$ cat src/core/rrgd_pkg.sv
// register map, field positions and reset values for the regulator /
// strength / gain display register bank
// assumes an 8-bit register port with a 6-bit address, one access per cycle
package rrgd_pkg;
    localparam int          DATA_W          = 8;
    localparam int          ADDR_W          = 6;
    localparam int          CODE_W          = 4;
    // register addresses
    localparam logic [5:0]  ADDR_REG_CTRL   = 6'h2a;
    localparam logic [5:0]  ADDR_REG_DISP   = 6'h2b;
    localparam logic [5:0]  ADDR_STRENGTH   = 6'h2c;
    localparam logic [5:0]  ADDR_GAIN_CUT   = 6'h2d;
    localparam logic [5:0]  ADDR_RSVD_A     = 6'h2e;
    localparam logic [5:0]  ADDR_RSVD_B     = 6'h2f;
    // control register fields
    localparam int          CTRL_SRC_BIT    = 7;
    localparam int          CTRL_CODE_HI    = 6;
    localparam int          CTRL_CODE_LO    = 3;
    localparam int          CTRL_MEAS_HI    = 2;
    localparam int          CTRL_MEAS_LO    = 1;
    localparam logic [7:0]  CTRL_WR_MASK    = 8'hfe;
    localparam logic [7:0]  CTRL_RESET      = 8'h00;
    // effective regulator code after reset: maximum setting
    localparam logic [3:0]  REG_CODE_MAX    = 4'hf;
    localparam logic [3:0]  CODE_ZERO       = 4'h0;
    localparam logic [7:0]  BYTE_ZERO       = 8'h00;
    // measure-supply sources
    typedef enum logic [1:0] {
        RRGD_MEAS_MAIN    = 2'h0,
        RRGD_MEAS_ANALOG  = 2'h1,
        RRGD_MEAS_DIGITAL = 2'h2,
        RRGD_MEAS_UNUSED  = 2'h3
    } rrgd_meas_t;
endpackage

$ cat src/core/rrgd_peak_hold.sv
// one channel peak holder for a four-bit strength code
// assumes the detector code is synchronous to clk
`timescale 1ns/100ps
module rrgd_peak_hold #(
    parameter int CODE_W = 4
) (
    // clock and reset
    input  wire logic              clk,
    input  wire logic              srst,
    // control
    input  wire logic              clear,
    input  wire logic              sample_en,
    input  wire logic [CODE_W-1:0] code_in,
    // result
    output logic      [CODE_W-1:0] peak_r
);
    // codes are a monotonic index, so an unsigned compare finds the peak
    // monotonic compare
    always_ff @(posedge clk)
    begin
        if (srst || clear)
            peak_r <= '0;
        else if (sample_en && (code_in > peak_r))
            peak_r <= code_in;
    end
endmodule // rrgd_peak_hold

$ cat src/core/rrgd_regs.sv
// regulator control, regulator/timer display, strength display,
// gain reduction display and two reserved addresses
// assumes a synchronous single-cycle register port; srst is also driven by
// the set-default command
// reads are registered: read data follows its strobe by one cycle
// strength codes are only compared for peaks, stored and shown here, never decoded
//
// Notes on behaviour
// - source bit 0 takes adjust result code, 1 takes written code
// - written regulator code sits in control bits 6..3
// - measure field 00 main, 01 analog, 10 digital regulator
// - display upper nibble shows regulator code in effect
// - reset and set-default force effective regulator code to all ones
// - display bits 2,1,0 show general, no-response, mask timers running
// - strength register holds AM peak high, PM peak low
// - peaks clear at message start and on clear-strength command
// - strength code is a sixteen-level monotonic index
// - strength and gain displays read zero after reset
// - channel select picks which stored peak logic uses
// - gain register shows AM cut high, PM cut low, msb on top
// - addresses after gain register are reserved, read-only
`timescale 1ns/100ps
module rrgd_regs #(
    parameter int DATA_W = rrgd_pkg::DATA_W,
    parameter int ADDR_W = rrgd_pkg::ADDR_W,
    parameter int CODE_W = rrgd_pkg::CODE_W
) (
    // clock and reset
    input  wire logic              clk,
    input  wire logic              srst,
    // register port
    input  wire logic [ADDR_W-1:0] reg_addr,
    input  wire logic              reg_wr,
    input  wire logic              reg_rd,
    input  wire logic [DATA_W-1:0] reg_wdata,
    output logic      [DATA_W-1:0] reg_rdata_r,
    // regulator
    input  wire logic              adjust_done,
    input  wire logic [CODE_W-1:0] adjust_code,
    output logic      [CODE_W-1:0] reg_code_eff_r,
    output logic      [1:0]        meas_source_r,
    // timers
    input  wire logic              gpt_running,
    input  wire logic              nrt_running,
    input  wire logic              mrt_running,
    // strength detectors
    input  wire logic              strength_valid,
    input  wire logic [CODE_W-1:0] am_strength,
    input  wire logic [CODE_W-1:0] pm_strength,
    input  wire logic              msg_start,
    input  wire logic              clear_strength_cmd,
    input  wire logic              chan_sel_pm,
    output logic      [CODE_W-1:0] strength_used_r,
    // gain reduction
    input  wire logic [CODE_W-1:0] am_gain_cut,
    input  wire logic [CODE_W-1:0] pm_gain_cut
);
    // ************************************************************
    // address decode
    // ************************************************************
    // one compare per register, shared by the write and the read path,
    // so both always agree on what an address means
    logic              sel_ctrl;
    logic              sel_disp;
    logic              sel_strength;
    logic              sel_gain;
    logic              sel_rsvd;

    function automatic logic hit(input logic [ADDR_W-1:0] a, input logic [5:0] ref_a);
        hit = (a == ref_a);
    endfunction

    assign sel_ctrl     = hit(reg_addr, rrgd_pkg::ADDR_REG_CTRL);
    assign sel_disp     = hit(reg_addr, rrgd_pkg::ADDR_REG_DISP);
    assign sel_strength = hit(reg_addr, rrgd_pkg::ADDR_STRENGTH);
    assign sel_gain     = hit(reg_addr, rrgd_pkg::ADDR_GAIN_CUT);
    assign sel_rsvd     = hit(reg_addr, rrgd_pkg::ADDR_RSVD_A)
                       || hit(reg_addr, rrgd_pkg::ADDR_RSVD_B);

    // ************************************************************
    // word packing helpers
    // ************************************************************
    // two channel nibbles into one byte, first argument on top;
    // assumes two nibbles fill the data width exactly
    function automatic logic [DATA_W-1:0] pack_pair(
        input logic [CODE_W-1:0] hi,
        input logic [CODE_W-1:0] lo
    );
        pack_pair = {hi, lo};
    endfunction

    // regulator code on top, one spare zero bit, then the timer flags
    function automatic logic [DATA_W-1:0] pack_disp(
        input logic [CODE_W-1:0] code,
        input logic              gpt,
        input logic              nrt,
        input logic              mrt
    );
        pack_disp = {code, 1'b0, gpt, nrt, mrt};
    endfunction

    // ************************************************************
    // control register
    // ************************************************************
    logic [DATA_W-1:0] ctrl_r;
    logic [CODE_W-1:0] adjust_code_r;
    logic              wr_ctrl;

    // only control is writable
    // write data is never looked at outside the control address
    assign wr_ctrl = reg_wr && sel_ctrl;

    // bit 0 has no function; the mask keeps it reading zero
    always_ff @(posedge clk)
    begin
        if (srst)
            ctrl_r <= rrgd_pkg::CTRL_RESET;
        else if (wr_ctrl)
            ctrl_r <= reg_wdata & rrgd_pkg::CTRL_WR_MASK;
    end

    // last adjust result; starts at maximum
    // kept while the written code is in force, so clearing the source
    // bit falls straight back to the latest adjustment
    always_ff @(posedge clk)
    begin
        if (srst)
            adjust_code_r <= rrgd_pkg::REG_CODE_MAX;
        else if (adjust_done)
            adjust_code_r <= adjust_code;
    end

    // ************************************************************
    // control register fields
    // ************************************************************
    logic              src_is_ext;
    logic [CODE_W-1:0] ext_code;
    logic [1:0]        meas_field;

    assign src_is_ext = ctrl_r[rrgd_pkg::CTRL_SRC_BIT];
    assign ext_code   = ctrl_r[rrgd_pkg::CTRL_CODE_HI:rrgd_pkg::CTRL_CODE_LO];
    assign meas_field = ctrl_r[rrgd_pkg::CTRL_MEAS_HI:rrgd_pkg::CTRL_MEAS_LO];

    // ************************************************************
    // effective regulator code and measure source
    // ************************************************************
    always_ff @(posedge clk)
    begin
        if (srst)
            reg_code_eff_r <= rrgd_pkg::REG_CODE_MAX;
        else if (src_is_ext)
            reg_code_eff_r <= ext_code;
        else
            reg_code_eff_r <= adjust_code_r;
    end

    // measure source routing
    // code 11 has no source of its own; it is passed on unchanged and
    // the supply measurement decides what to do with it
    rrgd_pkg::rrgd_meas_t meas_route;

    always_comb
    begin
        meas_route = rrgd_pkg::RRGD_MEAS_MAIN;
        unique case (meas_field)
            rrgd_pkg::RRGD_MEAS_MAIN:    meas_route = rrgd_pkg::RRGD_MEAS_MAIN;
            rrgd_pkg::RRGD_MEAS_ANALOG:  meas_route = rrgd_pkg::RRGD_MEAS_ANALOG;
            rrgd_pkg::RRGD_MEAS_DIGITAL: meas_route = rrgd_pkg::RRGD_MEAS_DIGITAL;
            rrgd_pkg::RRGD_MEAS_UNUSED:  meas_route = rrgd_pkg::RRGD_MEAS_UNUSED;
        endcase
    end

    always_ff @(posedge clk)
    begin
        if (srst)
            meas_source_r <= rrgd_pkg::RRGD_MEAS_MAIN;
        else
            meas_source_r <= meas_route;
    end

    // ************************************************************
    // strength peaks
    // ************************************************************
    logic [CODE_W-1:0] am_peak;
    logic [CODE_W-1:0] pm_peak;
    logic              peak_clear;

    // clear on message start or command
    // a clear wins over a sample in the same cycle, so a new message
    // never starts with the peak of the one before
    // both channels share one clear and one sample strobe
    assign peak_clear = msg_start || clear_strength_cmd;

    rrgd_peak_hold #(.CODE_W(CODE_W)) u_am_peak (
        .clk       (clk),
        .srst      (srst),
        .clear     (peak_clear),
        .sample_en (strength_valid),
        .code_in   (am_strength),
        .peak_r    (am_peak)
    );

    rrgd_peak_hold #(.CODE_W(CODE_W)) u_pm_peak (
        .clk       (clk),
        .srst      (srst),
        .clear     (peak_clear),
        .sample_en (strength_valid),
        .code_in   (pm_strength),
        .peak_r    (pm_peak)
    );

    // channel pick
    // registered for a clean output; it trails a new peak by one cycle
    always_ff @(posedge clk)
    begin
        if (srst)
            strength_used_r <= rrgd_pkg::CODE_ZERO;
        else
            strength_used_r <= chan_sel_pm ? pm_peak : am_peak;
    end

    // ************************************************************
    // gain reduction capture
    // ************************************************************
    logic [CODE_W-1:0] am_cut_r;
    logic [CODE_W-1:0] pm_cut_r;

    // captured every cycle, so a read shows the cut of the cycle before
    // its strobe and never a value changing under the read
    // zero after reset
    always_ff @(posedge clk)
    begin
        if (srst)
            am_cut_r <= rrgd_pkg::CODE_ZERO;
        else
            am_cut_r <= am_gain_cut;
    end

    always_ff @(posedge clk)
    begin
        if (srst)
            pm_cut_r <= rrgd_pkg::CODE_ZERO;
        else
            pm_cut_r <= pm_gain_cut;
    end

    // ************************************************************
    // read words
    // ************************************************************
    // words are built here so that the read mux only selects
    logic [DATA_W-1:0] disp_word;
    logic [DATA_W-1:0] strength_word;
    logic [DATA_W-1:0] gain_word;

    // code on top, timer flags live at the read edge
    assign disp_word     = pack_disp(reg_code_eff_r, gpt_running, nrt_running, mrt_running);
    // AM peak high, PM peak low
    assign strength_word = pack_pair(am_peak, pm_peak);
    // AM cut high, PM cut low, msb on top
    assign gain_word     = pack_pair(am_cut_r, pm_cut_r);

    // ************************************************************
    // read port
    // ************************************************************
    logic [DATA_W-1:0] rd_mux;

    always_comb
    begin
        rd_mux = rrgd_pkg::BYTE_ZERO;
        unique case (1'b1)
            sel_ctrl:
                rd_mux = ctrl_r;
            sel_disp:
                rd_mux = disp_word;
            sel_strength:
                rd_mux = strength_word;
            sel_gain:
                rd_mux = gain_word;
            sel_rsvd:
                rd_mux = rrgd_pkg::BYTE_ZERO;
            // unmapped addresses read zero as well
            default:
                rd_mux = rrgd_pkg::BYTE_ZERO;
        endcase
    end

    // read data holds until the next read strobe, so a host may fetch it late
    always_ff @(posedge clk)
    begin
        if (srst)
            reg_rdata_r <= rrgd_pkg::BYTE_ZERO;
        else if (reg_rd)
            reg_rdata_r <= rd_mux;
    end
endmodule // rrgd_regs

$ cat config.mk
export PLATFORM = sky130hd
export DESIGN_NAME = rrgd_regs
export DESIGN_NICKNAME = d
export VERILOG_FILES = /design/src/core/rrgd_pkg.sv /design/src/core/rrgd_peak_hold.sv /design/src/core/rrgd_regs.sv
export SDC_FILE = /design/constraint.sdc
export NUM_CORES = 1
export LEC_CHECK = 0
export BUFFER_PORTS_ARGS = -buffer_cell sky130_fd_sc_hd__buf_2
export CAP_MARGIN = 10
export CORE_MARGIN = 4
export CORE_UTILIZATION = 35
export CTS_CLUSTER_DIAMETER = 40
export DETAILED_ROUTE_END_ITERATION = 8
export GPL_TIMING_DRIVEN = 0
export PLACE_DENSITY = 0.62
export SETUP_SLACK_MARGIN = 0.4
export SLEW_MARGIN = 5
export SYNTH_ARGS = -nofsm -noshare
export SYNTH_HDL_FRONTEND = slang
export SYNTH_SLANG_ARGS = --single-unit
$ cat constraint.sdc
create_clock -name clk -period 2.1 [get_ports clk]
set_clock_uncertainty 0.05 [all_clocks]
set_input_delay 0.42 -clock clk [delete_from_list [all_inputs] [get_ports clk]]
set_output_delay 0.42 -clock clk [all_outputs]
set_load 0.01 [all_outputs]
Word-level counts from Yosys, hierarchy flattened
Index checks and enable logic that the tools add are counted.
W data, S select, Z words.
{"block": "totals", "romBits": 0, "ram_bits": 0, "latchBits": 0, "elab_cells": 29, "n_memories": 0, "inputBits": 46, "ff_bits": 45}
{"block": "classes", "bitwise_logic": 0, "div_mod_pow": 0, "add_sub_neg": 0, "n_mul": 0, "reduce_logical": 6, "mux": 4, "n_eq_ne": 7, "n_lt_le_gt_ge": 2, "n_shift": 0}
{"op": "$pmux W8 S4", "n": 1}
{"op": "$eq A6 B6 Y1 const B", "n": 4}
{"op": "$gt A4 B4 Y1", "n": 2}
{"op": "$mux W4", "n": 2}
{"op": "$pmux W2 S4", "n": 1}
{"op": "$eq A2 B2 Y1 const B", "n": 2}
{"op": "$logic_and A1 B1 Y1", "n": 3}
{"op": "$eq A2 B1 Y1 const B", "n": 1}
{"op": "$logic_not A2 Y1", "n": 1}
{"op": "$logic_or A1 B1 Y1", "n": 2}

Depth between registers and ports, before layout
Gate-level depths: netlist of run 1.
{"block": "depth", "depth_word": 2, "ltp_mapped": 7, "depth_no_buf": 6}

By module
Synthesis of run 1 repeated with hierarchy kept, for this count alone.
{"block": "hier_totals", "hier_cells": 199, "hier_area_um2": 2044.5}
{"mod": "rrgd_regs", "instances": 1, "cells_each": 137, "area_per_inst_um2": 1491.4}
{"mod": "rrgd_peak_hold", "instances": 2, "cells_each": 31, "area_per_inst_um2": 276.5}

Least setup slack after synthesis of run 1
OpenSTA, ideal clock, no wires.
{"block": "synth_timing", "kind": "input-to-reg", "start": "in am_strength[1]", "end": "reg u_am_peak.peak_r[0]", "slack_ns": 0.533, "stages": 5, "arrival_time_ns": 1.445, "required_time_ns": 1.978, "path_cell_list": "ha_1 -> nor2b_1 -> o211ai_1 -> a21oi_1 -> mux2i_1"}
{"block": "synth_between", "elab_chain_len": 2}
{"element": "start: declaration", "line_no": "rrgd_regs.sv:48", "rtl": "input wire logic [CODE_W-1:0] am_strength,"}
{"element": "$gt A4 B4 Y1", "line_no": "rrgd_peak_hold.sv:23", "rtl": "else if (sample_en && (code_in > peak_r))"}
{"element": "$logic_and A1 B1 Y1", "line_no": "rrgd_peak_hold.sv:23"}
{"element": "end signal: assignment", "line_no": "rrgd_peak_hold.sv:24", "rtl": "peak_r <= code_in;"}
{"element": "end: declaration", "line_no": "rrgd_peak_hold.sv:15", "rtl": "output logic [CODE_W-1:0] peak_r"}
Every way passes these cells.
A chain may end at the register's enable or synchronous reset.

Final worst setup path of run 1
{"block": "layout_timing", "start": "reg u_am_peak.peak_r[1]", "end": "reg u_am_peak.peak_r[0]"}
{"block": "layout_between", "elab_chain_len": 2}
{"element": "$gt A4 B4 Y1", "line_no": "rrgd_peak_hold.sv:23"}
{"element": "$logic_and A1 B1 Y1", "line_no": "rrgd_peak_hold.sv:23"}
Every way passes these cells.

==> results of run 1 <==
-- power groups by stage --
stage          Clock [mW]  Combinational, mW  Sequential [mW]
2_1_floorplan           0              0.111            0.903
3_3_place_gp            0              0.186            0.905
3_5_place_dp            0              0.189            0.905
4_1_cts             0.551              0.192            0.885
5_1_grt             0.592              0.214            0.888
6_report            0.539              0.191            0.884
-- cells in the mapped netlist, drive strengths merged --
| cell | n | area [µm²] |
|---|---|---|
| a22o | 6 | 52.6 |
| mux2i | 19 | 190 |
| nor2 | 14 | 57.6 |
| a31oi | 2 | 12.5 |
| and3b | 1 | 8.76 |
| a21oi | 5 | 25.0 |
| dfxtp | 45 | 901 |
| o211ai | 2 | 15.0 |
| nand2b | 1 | 6.26 |
| buf | 10 | 87.6 |
| nor3 | 1 | 16.3 |
| a211o | 8 | 70.1 |
| and2b | 1 | 7.51 |
| clkbuf | 6 | 22.5 |
| a311oi | 1 | 8.76 |
| a21o | 1 | 7.51 |
| xor2 | 1 | 8.76 |
| nor2b | 22 | 138 |
| nand3 | 1 | 5.00 |
| nand4 | 28 | 175 |
| nand2 | 25 | 93.8 |
| nand4b | 1 | 23.8 |
| and4bb | 6 | 75.1 |
| nor4bb | 1 | 10.0 |
| inv | 8 | 30.0 |
| and4b | 1 | 10.0 |
| a22oi | 1 | 7.51 |
| ha | 8 | 100 |
-- cells by family (layout without fill, tap and decap cells) --
| family | Yosys count | after routing | share of synthesized area |
|---|---|---|---|
| AO/OA/AOI/OAI | 26 | 26 | 0.0919 |
| XOR/XNOR | 1 | 1 | 0.00404 |
| adder cells (fa/ha/maj) | 8 | 8 | 0.0462 |
| buffers and inverters | 24 | 91 | 0.0647 |
| flip-flops | 45 | 45 | 0.416 |
| multiplexers | 19 | 19 | 0.0878 |
| AND/OR/NAND/NOR | 103 | 103 | 0.289 |
-- stage by stage --
stage	cell area, µm²	util	worst slack [ns]
after CTS	2650	0.445	0.454
final	2660	0.446	0.508
after global routing	2660	0.446	0.391
after global placement	2550	0.429	0.285
after floorplan	2170	-	0.533
after detailed placement	2550	0.429	0.255
-- worst register-to-register path: cells and delay by family, from the launching register on --
family	cells	cell delay, ns
AO/OA/AOI/OAI	2	0.41
flip-flops	1	0.37
adder cells (fa/ha/maj)	1	0.28
multiplexers	1	0.23
AND/OR/NAND/NOR	1	0.14
buffers and inverters	1	0.05
-- worst paths after layout --
| kind | endpoint | slack (ns) | cells past startpoint |
|---|---|---|---|
| setup / recovery | u_am_peak.peak_r[0]$_SDFFE_PP0P_ | 0.51 | 6 |
| hold / removal | adjust_code_r[0]$_SDFFE_PP1P_ | 0.27 | 2 |
| hold reg to reg | u_pm_peak.peak_r[1]$_SDFFE_PP0P_ | 0.43 | 2 |
| setup reg to reg | u_am_peak.peak_r[0]$_SDFFE_PP0P_ | 0.51 | 6 |
-- flip-flops by register name, summed over array words and instances (netlist names) --
signal and count:
adjust_code_r 4, pm_cut_r 4, meas_source_r 2, u_pm_peak.peak_r 4
u_am_peak.peak_r 4, reg_rdata_r 8, ctrl_r 7, strength_used_r 4
reg_code_eff_r 4, am_cut_r 4
-- layer usage --
layer,global-route usage,part of all wire,up-vias
li1,-,-,942
met1,0.192,0.47,836
met2,0.230,0.47,40
met3,0.0342,0.048,6
met4,0.0425,0.012,0
met5,0,0,-
-- timing repair --
item	CTS	global route
setup endpoints to repair	8	8
gates resized for setup	2	3
gates cloned	0	0
pin swaps	0	2
buffers inserted	0	0
-- cell type report --
class	instances	area [µm²]
fillers	594	3300
inverters	8	30.0
repair buffers	59	295
well taps	75	93.8
clock buffers	5	68.8
multi-input cells	157	1130
plain buffers	16	110
clock inverters	3	21.3
flip-flops and latches	45	903
==> flow_summary.ini, run 1 <==
[status]
status = finished, final reports clean

[sta]
rsz0062_at_grt = true
fin_tns_setup_ns = 0
worst_pin_slew_ns = 0.523
period_share = 0.758
hold_ws_ns = 0.267
maxSlewHeadroom = 0.651
finalHoldViolCount = 0
drv_slew = 0
min_period_ns = 1.59
max_freq_mhz = 628
setup_viol = 0

[power]
switching_share = 0.256
leakage_nw = 1.20
power.density_nw_per_um2 = 607
vdd_drop_max_uv = 228
power_frac_seq = 0.548
power_frac_comb = 0.118
p_int_mw = 1.20
p_total_mw = 1.61
power.switching_mw = 0.413
power.share.clock = 0.334

[grt]
antenna_found_initial = 0
track_usage = 0.144
grt_max_degree = 16
overflow = 0
grt_pass1_vias = 1770
grt_pass1_wl_mm = 8.49

[drt]
wl_per_cell_um = 14.2
drc = 0
first_pass_iters = 4
drt-vias-per-instance = 4.96
routed_wl_mm = 5.22
vias = 1824
postRouteAntennaNets = 0
drtIter0Drc = 102

[worst_setup_path]
critPathCaptureType = register
crit_family = compound AO/OA/AOI/OAI gates
critPathArrivalTime_ns = 1.77
cp_max_fo = 4
crit_slowest_cell = dfxtp_2
rr_startpoint = u_am_peak.peak_r[1]$_SDFFE_PP0P_
startpoint = u_am_peak.peak_r[1]$_SDFFE_PP0P_
cpPeakStageDelay_ns = 0.37
path_buf_inv = 1
criticalPathCategory = register to register
required_ns = 2.28
worstSetupStartpointType = register
cp_cell_sequence = inv_1, ha_1, nor2b_1, o211ai_1, a21oi_2, mux2i_1

[clocking]
hold_buffers = 0
root_buffer = clkbuf_8
clock_path_buffers = 2
cts_tree = built
clock_latency_ns = 0.30
cts.clk_slew.worst_paths_ns = 0.09
cts.sinks = 45
numCtsBuffers = 5
h-tree-depth = 2

[placed_design]
port_buffers = 59
place_inst = 360
gp_congestion = 0.827
post-dp-hpwl_mm = 4.09

[synth]
avgSynthCellArea_um2 = 9.58
synth.net_count = 280
synth-seq-area-share = 0.416
synth-seq-cells = 45
syn_inst = 226
synth_warnings = 0
yosys.cell_types.count = 33
netlist_area_um2 = 2170

[floorplan]
fp.coreArea_um2 = 5960
fp-row-count = 28
die_h_um = 86.7
die_w_um = 86.7
io_pins = 64
initial_utilization = 0.364
dieArea_um2 = 7510

[final_layout]
final_cell_mix = 60 x buf_2, 43 x dfxtp_1, 28 x nand4_1
drive_gt1_frac = 0.307
final_cell_count_no_fill = 368
antennaDiodeCount = 0
synthToLayoutAreaGrowth_pct = 22.7
layout_commonest_cell = buf_2
nets = 346

[min_path]
holdCritStartpoint = adjust_code[0]
hold_path.class = primary input to register

[run]
max-cap-violations = 0
Power figures use the tool's default switching activity.
==> inputs of run 2 (changes only) <==
- clock period: 2.1 -> 1.66 ns (I/O delays scaled with it)
==> run 2 against run 1 <==
  * Critical path depth rose by 1
  * Clock-buffer cell count did not move
  * Largest cell class unchanged
  * Design area up 7.6%
  * Sequential share of layout area shrank 2.0 points
  * Combinational power grew 46%
  * Non-clock buffer count increased by 9
  * Critical endpoint is now u_pm_peak.peak_r[2]$_SDFFE_PP0P_
  * First-iteration DRC count shrank 24%
  * Maximum frequency up 7.1%
==> flow_summary.ini, run 2 (synthesis gave the netlist of run 1 again) <==
[status]
status = finished, final reports clean

[clocking]
root_buffer = clkbuf_8
cts.sinks = 45
clock_path_buffers = 2
numCtsBuffers = 5
clock_latency_ns = 0.29
hold_buffers = 0
cts_tree = built
h-tree-depth = 2
cts.clk_slew.worst_paths_ns = 0.08

[final_layout]
multi_input_area_um2 = 1190
layout_commonest_cell = buf_2
drive_gt1_frac = 0.379
final-seq-area_um2 = 913
synthToLayoutAreaGrowth_pct = 32.0
final_cell_mix = 59 x buf_2, 39 x dfxtp_1, 28 x nand4_1
final_util = 0.480
largest_reg_flops = 8
nets = 355
antennaDiodeCount = 0
fillerInstances = 585
final_cell_count_no_fill = 376
regMostFlops = reg_rdata_r
reg.largest.list = reg_rdata_r x8, ctrl_r x7

[sta]
min_period_ns = 1.49
period_share = 0.896
finalHoldViolCount = 0
max_freq_mhz = 672
rsz0062_at_grt = true
drv_slew = 0
setup_viol = 0
maxSlewHeadroom = 0.690
fin_tns_setup_ns = 0
hold_ws_ns = 0.189
worst_pin_slew_ns = 0.465

[worst_setup_path]
cpPeakStageDelay_ns = 0.34
criticalPathCategory = register to register
cp_cell_sequence = inv_2, ha_4, nor2b_4, o211ai_1, a21oi_2, buf_6, mux2i_1
startpoint = u_pm_peak.peak_r[1]$_SDFFE_PP0P_
endpoint = u_pm_peak.peak_r[2]$_SDFFE_PP0P_
required_ns = 1.82
cp_max_fo = 4
critPathArrivalTime_ns = 1.64
rr_startpoint = u_pm_peak.peak_r[1]$_SDFFE_PP0P_
critPathCaptureType = register
crit_slowest_cell = dfxtp_2
r2r_end = u_pm_peak.peak_r[2]$_SDFFE_PP0P_
worstSetupStartpointType = register
rrSetupSlack_ns = 0.17
rr_worst_depth = 7

[drt]
drt-vias-per-instance = 5.07
routed_wl_mm = 5.58
first_pass_iters = 4
drtIter0Drc = 78
drc = 0
postRouteAntennaNets = 0
wl_per_cell_um = 14.8
vias = 1906

[floorplan]
io_pins = 64
initial_utilization = 0.364
die_h_um = 86.7
fp-row-count = 28
fp.coreArea_um2 = 5960
dieArea_um2 = 7510
die_w_um = 86.7

[run]
max-cap-violations = 0

[grt]
track_usage = 0.152
grt_max_degree = 14
antenna_found_initial = 0
grt_pass1_wl_mm = 9.02
overflow = 0
grt_pass1_vias = 1896

[power]
leakage_nw = 1.28
power.density_nw_per_um2 = 762
vdd_drop_max_uv = 479

[placed_design]
gp_congestion = 0.885
port_buffers = 59
post-dp-hpwl_mm = 4.14
place_inst = 360

[min_path]
holdCritStartpoint = adjust_code[0]
min_path_cells = 2
hold_path.class = primary input to register
==> run 2: metal layers <==
layer | vias to the layer above | part of all wire | GRT usage
met1 | 885 | 0.45 | 0.198
met3 | 5 | 0.055 | 0.0352
met4 | 0 | 0.0086 | 0.0425
met5 | - | 0 | 0
li1 | 963 | - | -
met2 | 53 | 0.49 | 0.253
==> run 2: report_power, final <==
group | internal, mW | total [mW] | leakage (nW) | switching, mW
Combinational | 0.141 | 0.279 | 0.856 | 0.138
Sequential | 1.10 | 1.12 | 0.370 | 0.0127
Clock | 0.438 | 0.785 | 0.0540 | 0.347
==> run 2: cell type report <==
type	instances	share of cell area
inverters	8	0.0105
clock inverters	2	0.0123
multi-input cells	157	0.417
clock buffers	5	0.0241
plain buffers	16	0.0451
flip-flops and latches	45	0.319
well taps	75	0.0328
repair buffers	68	0.139
==> run 2: timing repair <==
action / in CTS / in global routing
resized for setup: 11 / 15
pin swaps: 6 / 7
setup endpoints to repair: 8 / 16
setup buffers: 4 / 4
cloned: 0 / 1
==> run 2: metrics by stage <==
stage,setup WS [ns],area [µm²],power (mW)
6_report,0.173,2860,2.18
5_1_grt,0.0980,2860,2.29
4_1_cts,0.204,2760,2.19
3_5_place_dp,0.0328,2580,1.39
3_3_place_gp,0.0467,2580,1.39
2_1_floorplan,0.244,2190,1.29
==> run 2: how the worst min path moves through the flow <==
stage | end | slack (ns)
floorplan | u_am_peak.peak_r[1]$_SDFFE_PP0P_ | 0.40
global placement | reg_rdata_r[1]$_SDFFE_PP0P_ | 0.41
CTS | adjust_code_r[0]$_SDFFE_PP1P_ | 0.18
finish | adjust_code_r[0]$_SDFFE_PP1P_ | 0.19
detailed placement | reg_rdata_r[6]$_SDFFE_PP0P_ | 0.42
global route | adjust_code_r[3]$_SDFFE_PP1P_ | 0.18
==> run 2: worst max-delay path, delay by kind of cell, from the launching register on <==
kind | cells | cell delay [ns]
compound gates | 2 | 0.28
fa+ha+maj | 1 | 0.25
buf+inv | 2 | 0.17
flops | 1 | 0.34
mux | 1 | 0.19
simple gates | 1 | 0.12
==> inputs of run 3 (changes only) <==
- SYNTH_HIERARCHICAL: unset -> 1
==> run 3 against run 2 <==
  * Global-route usage shrank 2.0 points
  * Clock-buffer cell count grew 2
  * Routed wire length shrank 17%
  * Final cell count shrank 8.2%
  * Critical path depth shrank 1
  * Clock power grew 7.1%
  * Via count shrank 15%
  * Core utilization shrank 0.28 points
  * Worst setup slack gained 0.042 ns
  * Die area shrank 5.1%
  * Critical path type unchanged
  * Critical endpoint is now u_pm_peak/peak_r[1]$_SDFFE_PP0P_
  * Largest cell class unchanged
==> flow_summary.ini, run 3 <==
[power]
power_frac_seq = 0.506
power_frac_comb = 0.114
vdd_drop_max_uv = 428
switching_share = 0.218
power.switching_mw = 0.482
leakage_nw = 1.17
p_int_mw = 1.73
power.share.clock = 0.381
power.density_nw_per_um2 = 830

[clocking]
hold_buffers = 0
numCtsBuffers = 5
cts.clk_slew.worst_paths_ns = 0.08
root_buffer = clkbuf_8
cts.sinks = 45
h-tree-depth = 2
clock_path_buffers = 2
cts_tree = built
clock_latency_ns = 0.29

[grt]
overflow = 0
track_usage = 0.133
grt_pass1_wl_mm = 7.59
grt_max_degree = 14
grt_pass1_vias = 1615
antenna_found_initial = 0

[final_layout]
final_cell_mix = 60 x buf_2, 38 x dfxtp_1, 32 x mux2i_1
nets = 326
largest_reg_flops = 8
layout_commonest_cell = buf_2
fin_area_um2 = 2660
final_util = 0.477
reg.largest.list = reg_rdata_r x8, ctrl_r x7
synthToLayoutAreaGrowth_pct = 30.1
antennaDiodeCount = 0
drive_gt1_frac = 0.381
final_cell_count_no_fill = 345
regMostFlops = reg_rdata_r

[synth]
yosys.area.top_type_share = 0.441
synth_edf_count = 0
avgSynthCellArea_um2 = 10.3
synth-seq-cells = 45
synth.net_count = 253
yosys.cell_types.count = 29
synth-seq-area-share = 0.441
synthTopCellsByArea = dfxtp_1 44%, mux2i_1 16%, nor2b_1 5.8%
synth_ff_type = dfxtp_1
synth_warnings = 6
synthTopCellsByCount = 45 x dfxtp_1, 32 x mux2i_1, 21 x nand2_1
async_flop_share = 0
netlist_area_um2 = 2040
yosysMostFrequentCell = dfxtp_1
synth_area_leader_cell = dfxtp_1
syn_inst = 199

[sta]
worst_pin_slew_ns = 0.478
min_period_ns = 1.45
rsz0062_at_grt = true
setup_viol = 0
maxSlewHeadroom = 0.682
drv_slew = 0
fin_tns_setup_ns = 0
max_freq_mhz = 692
finalHoldViolCount = 0
period_share = 0.871

[drt]
first_pass_iters = 4
drt-vias-per-instance = 4.69
vias = 1619
drc = 0
wl_per_cell_um = 13.5
drtIter0Drc = 58
postRouteAntennaNets = 0
routed_wl_mm = 4.65

[placed_design]
post-dp-hpwl_mm = 3.55
gp_congestion = 0.700
port_buffers = 60
placed_cell_area_um2 = 2440
place_inst = 331

[floorplan]
dieArea_um2 = 7130
io_pins = 64
die_w_um = 84.4
die_h_um = 84.4
fp.coreArea_um2 = 5570
fp-row-count = 27
initial_utilization = 0.367

[worst_setup_path]
cp_cell_sequence = inv_2, ha_4, nor2b_4, o211ai_2, a21oi_4, mux2i_1
cp_max_fo = 4
rr_startpoint = u_pm_peak/peak_r[1]$_SDFFE_PP0P_
r2r_end = u_pm_peak/peak_r[1]$_SDFFE_PP0P_
worstSetupStartpointType = register
criticalPathCategory = register to register
rrSetupSlack_ns = 0.21
crit_slowest_cell = dfxtp_2
critPathArrivalTime_ns = 1.61
rr_worst_depth = 6
required_ns = 1.82
crit_family = flip-flops
path_buf_inv = 1
startpoint = u_pm_peak/peak_r[1]$_SDFFE_PP0P_
cpPeakStageDelay_ns = 0.35
critPathCaptureType = register

[status]
status = finished, final reports clean

[min_path]
min_path_cells = 2
holdCritStartpoint = adjust_code[2]
hold_path.class = primary input to register
holdPathEnd = adjust_code_r[2]$_SDFFE_PP1P_

[run]
max-cap-violations = 0
## run 3: final cells by class
type                    count  area [µm²]
fillers                   577        2910
multi-input cells         137        1100
flip-flops and latches     45         912
repair buffers             66         345
well taps                  72        90.1
clock buffers               7        86.3
plain buffers               8        60.1
inverters                   9        33.8
clock inverters             1        30.0
## run 3: worst register-to-register path: stages, from the launching register on
cell,delay (ns)
dfxtp_2,0.35
inv_2,0.05
ha_4,0.25
nor2b_4,0.12
o211ai_2,0.09
a21oi_4,0.22
mux2i_1,0.23
## run 3: per-layer routing
metal  share of wire  wire length, µm  global-route usage
met5               0                0                   0
met4           0.012               55              0.0302
met3           0.071              330              0.0491
met2            0.47             2170               0.216
met1            0.45             2100               0.168
## run 3: power groups by stage
stage                     logic, mW  clock network (mW)  registers, mW
after floorplan               0.146                   0           1.14
after detailed placement      0.238                   0           1.14
final                         0.251               0.841           1.12
after CTS                     0.247               0.864           1.12
after global placement        0.235                   0           1.14
after global routing          0.281               0.921           1.12
## run 3: cells by family after synthesis
group | synth area share
adder cells (fa/ha/maj) | 0.0490
AND/OR/NAND/NOR | 0.166
AO/OA/AOI/OAI | 0.135
multiplexers | 0.164
flip-flops | 0.441
buffers and inverters | 0.0459
## run 3: worst max path at each step
stage                     depth (start not counted)  slack (ns)                          endpoint
final                                             6        0.21  u_pm_peak/peak_r[1]$_SDFFE_PP0P_
after global routing                              6        0.16  u_am_peak/peak_r[1]$_SDFFE_PP0P_
after CTS                                         6        0.21  u_pm_peak/peak_r[0]$_SDFFE_PP0P_
after detailed placement                          6        0.13  u_am_peak/peak_r[2]$_SDFFE_PP0P_
after global placement                            6        0.15  u_pm_peak/peak_r[0]$_SDFFE_PP0P_
after floorplan                                   6        0.30  u_pm_peak/peak_r[1]$_SDFFE_PP0P_
## run 3: metrics by stage
| step | power, mW | hold WS, ns | setup WS, ns |
|---|---|---|---|
| floorplan | 1.29 | 0.398 | 0.303 |
| global placement | 1.38 | 0.417 | 0.145 |
| detailed placement | 1.38 | 0.421 | 0.132 |
| CTS | 2.23 | 0.180 | 0.211 |
| global route | 2.32 | 0.189 | 0.161 |
| finish | 2.21 | 0.189 | 0.215 |
## run 3: timing repair
item	CTS	global route
hold endpoints to repair	0	0
setup endpoints to repair	8	8
pin swaps	6	5
buffers inserted	3	3
resized for setup	7	6
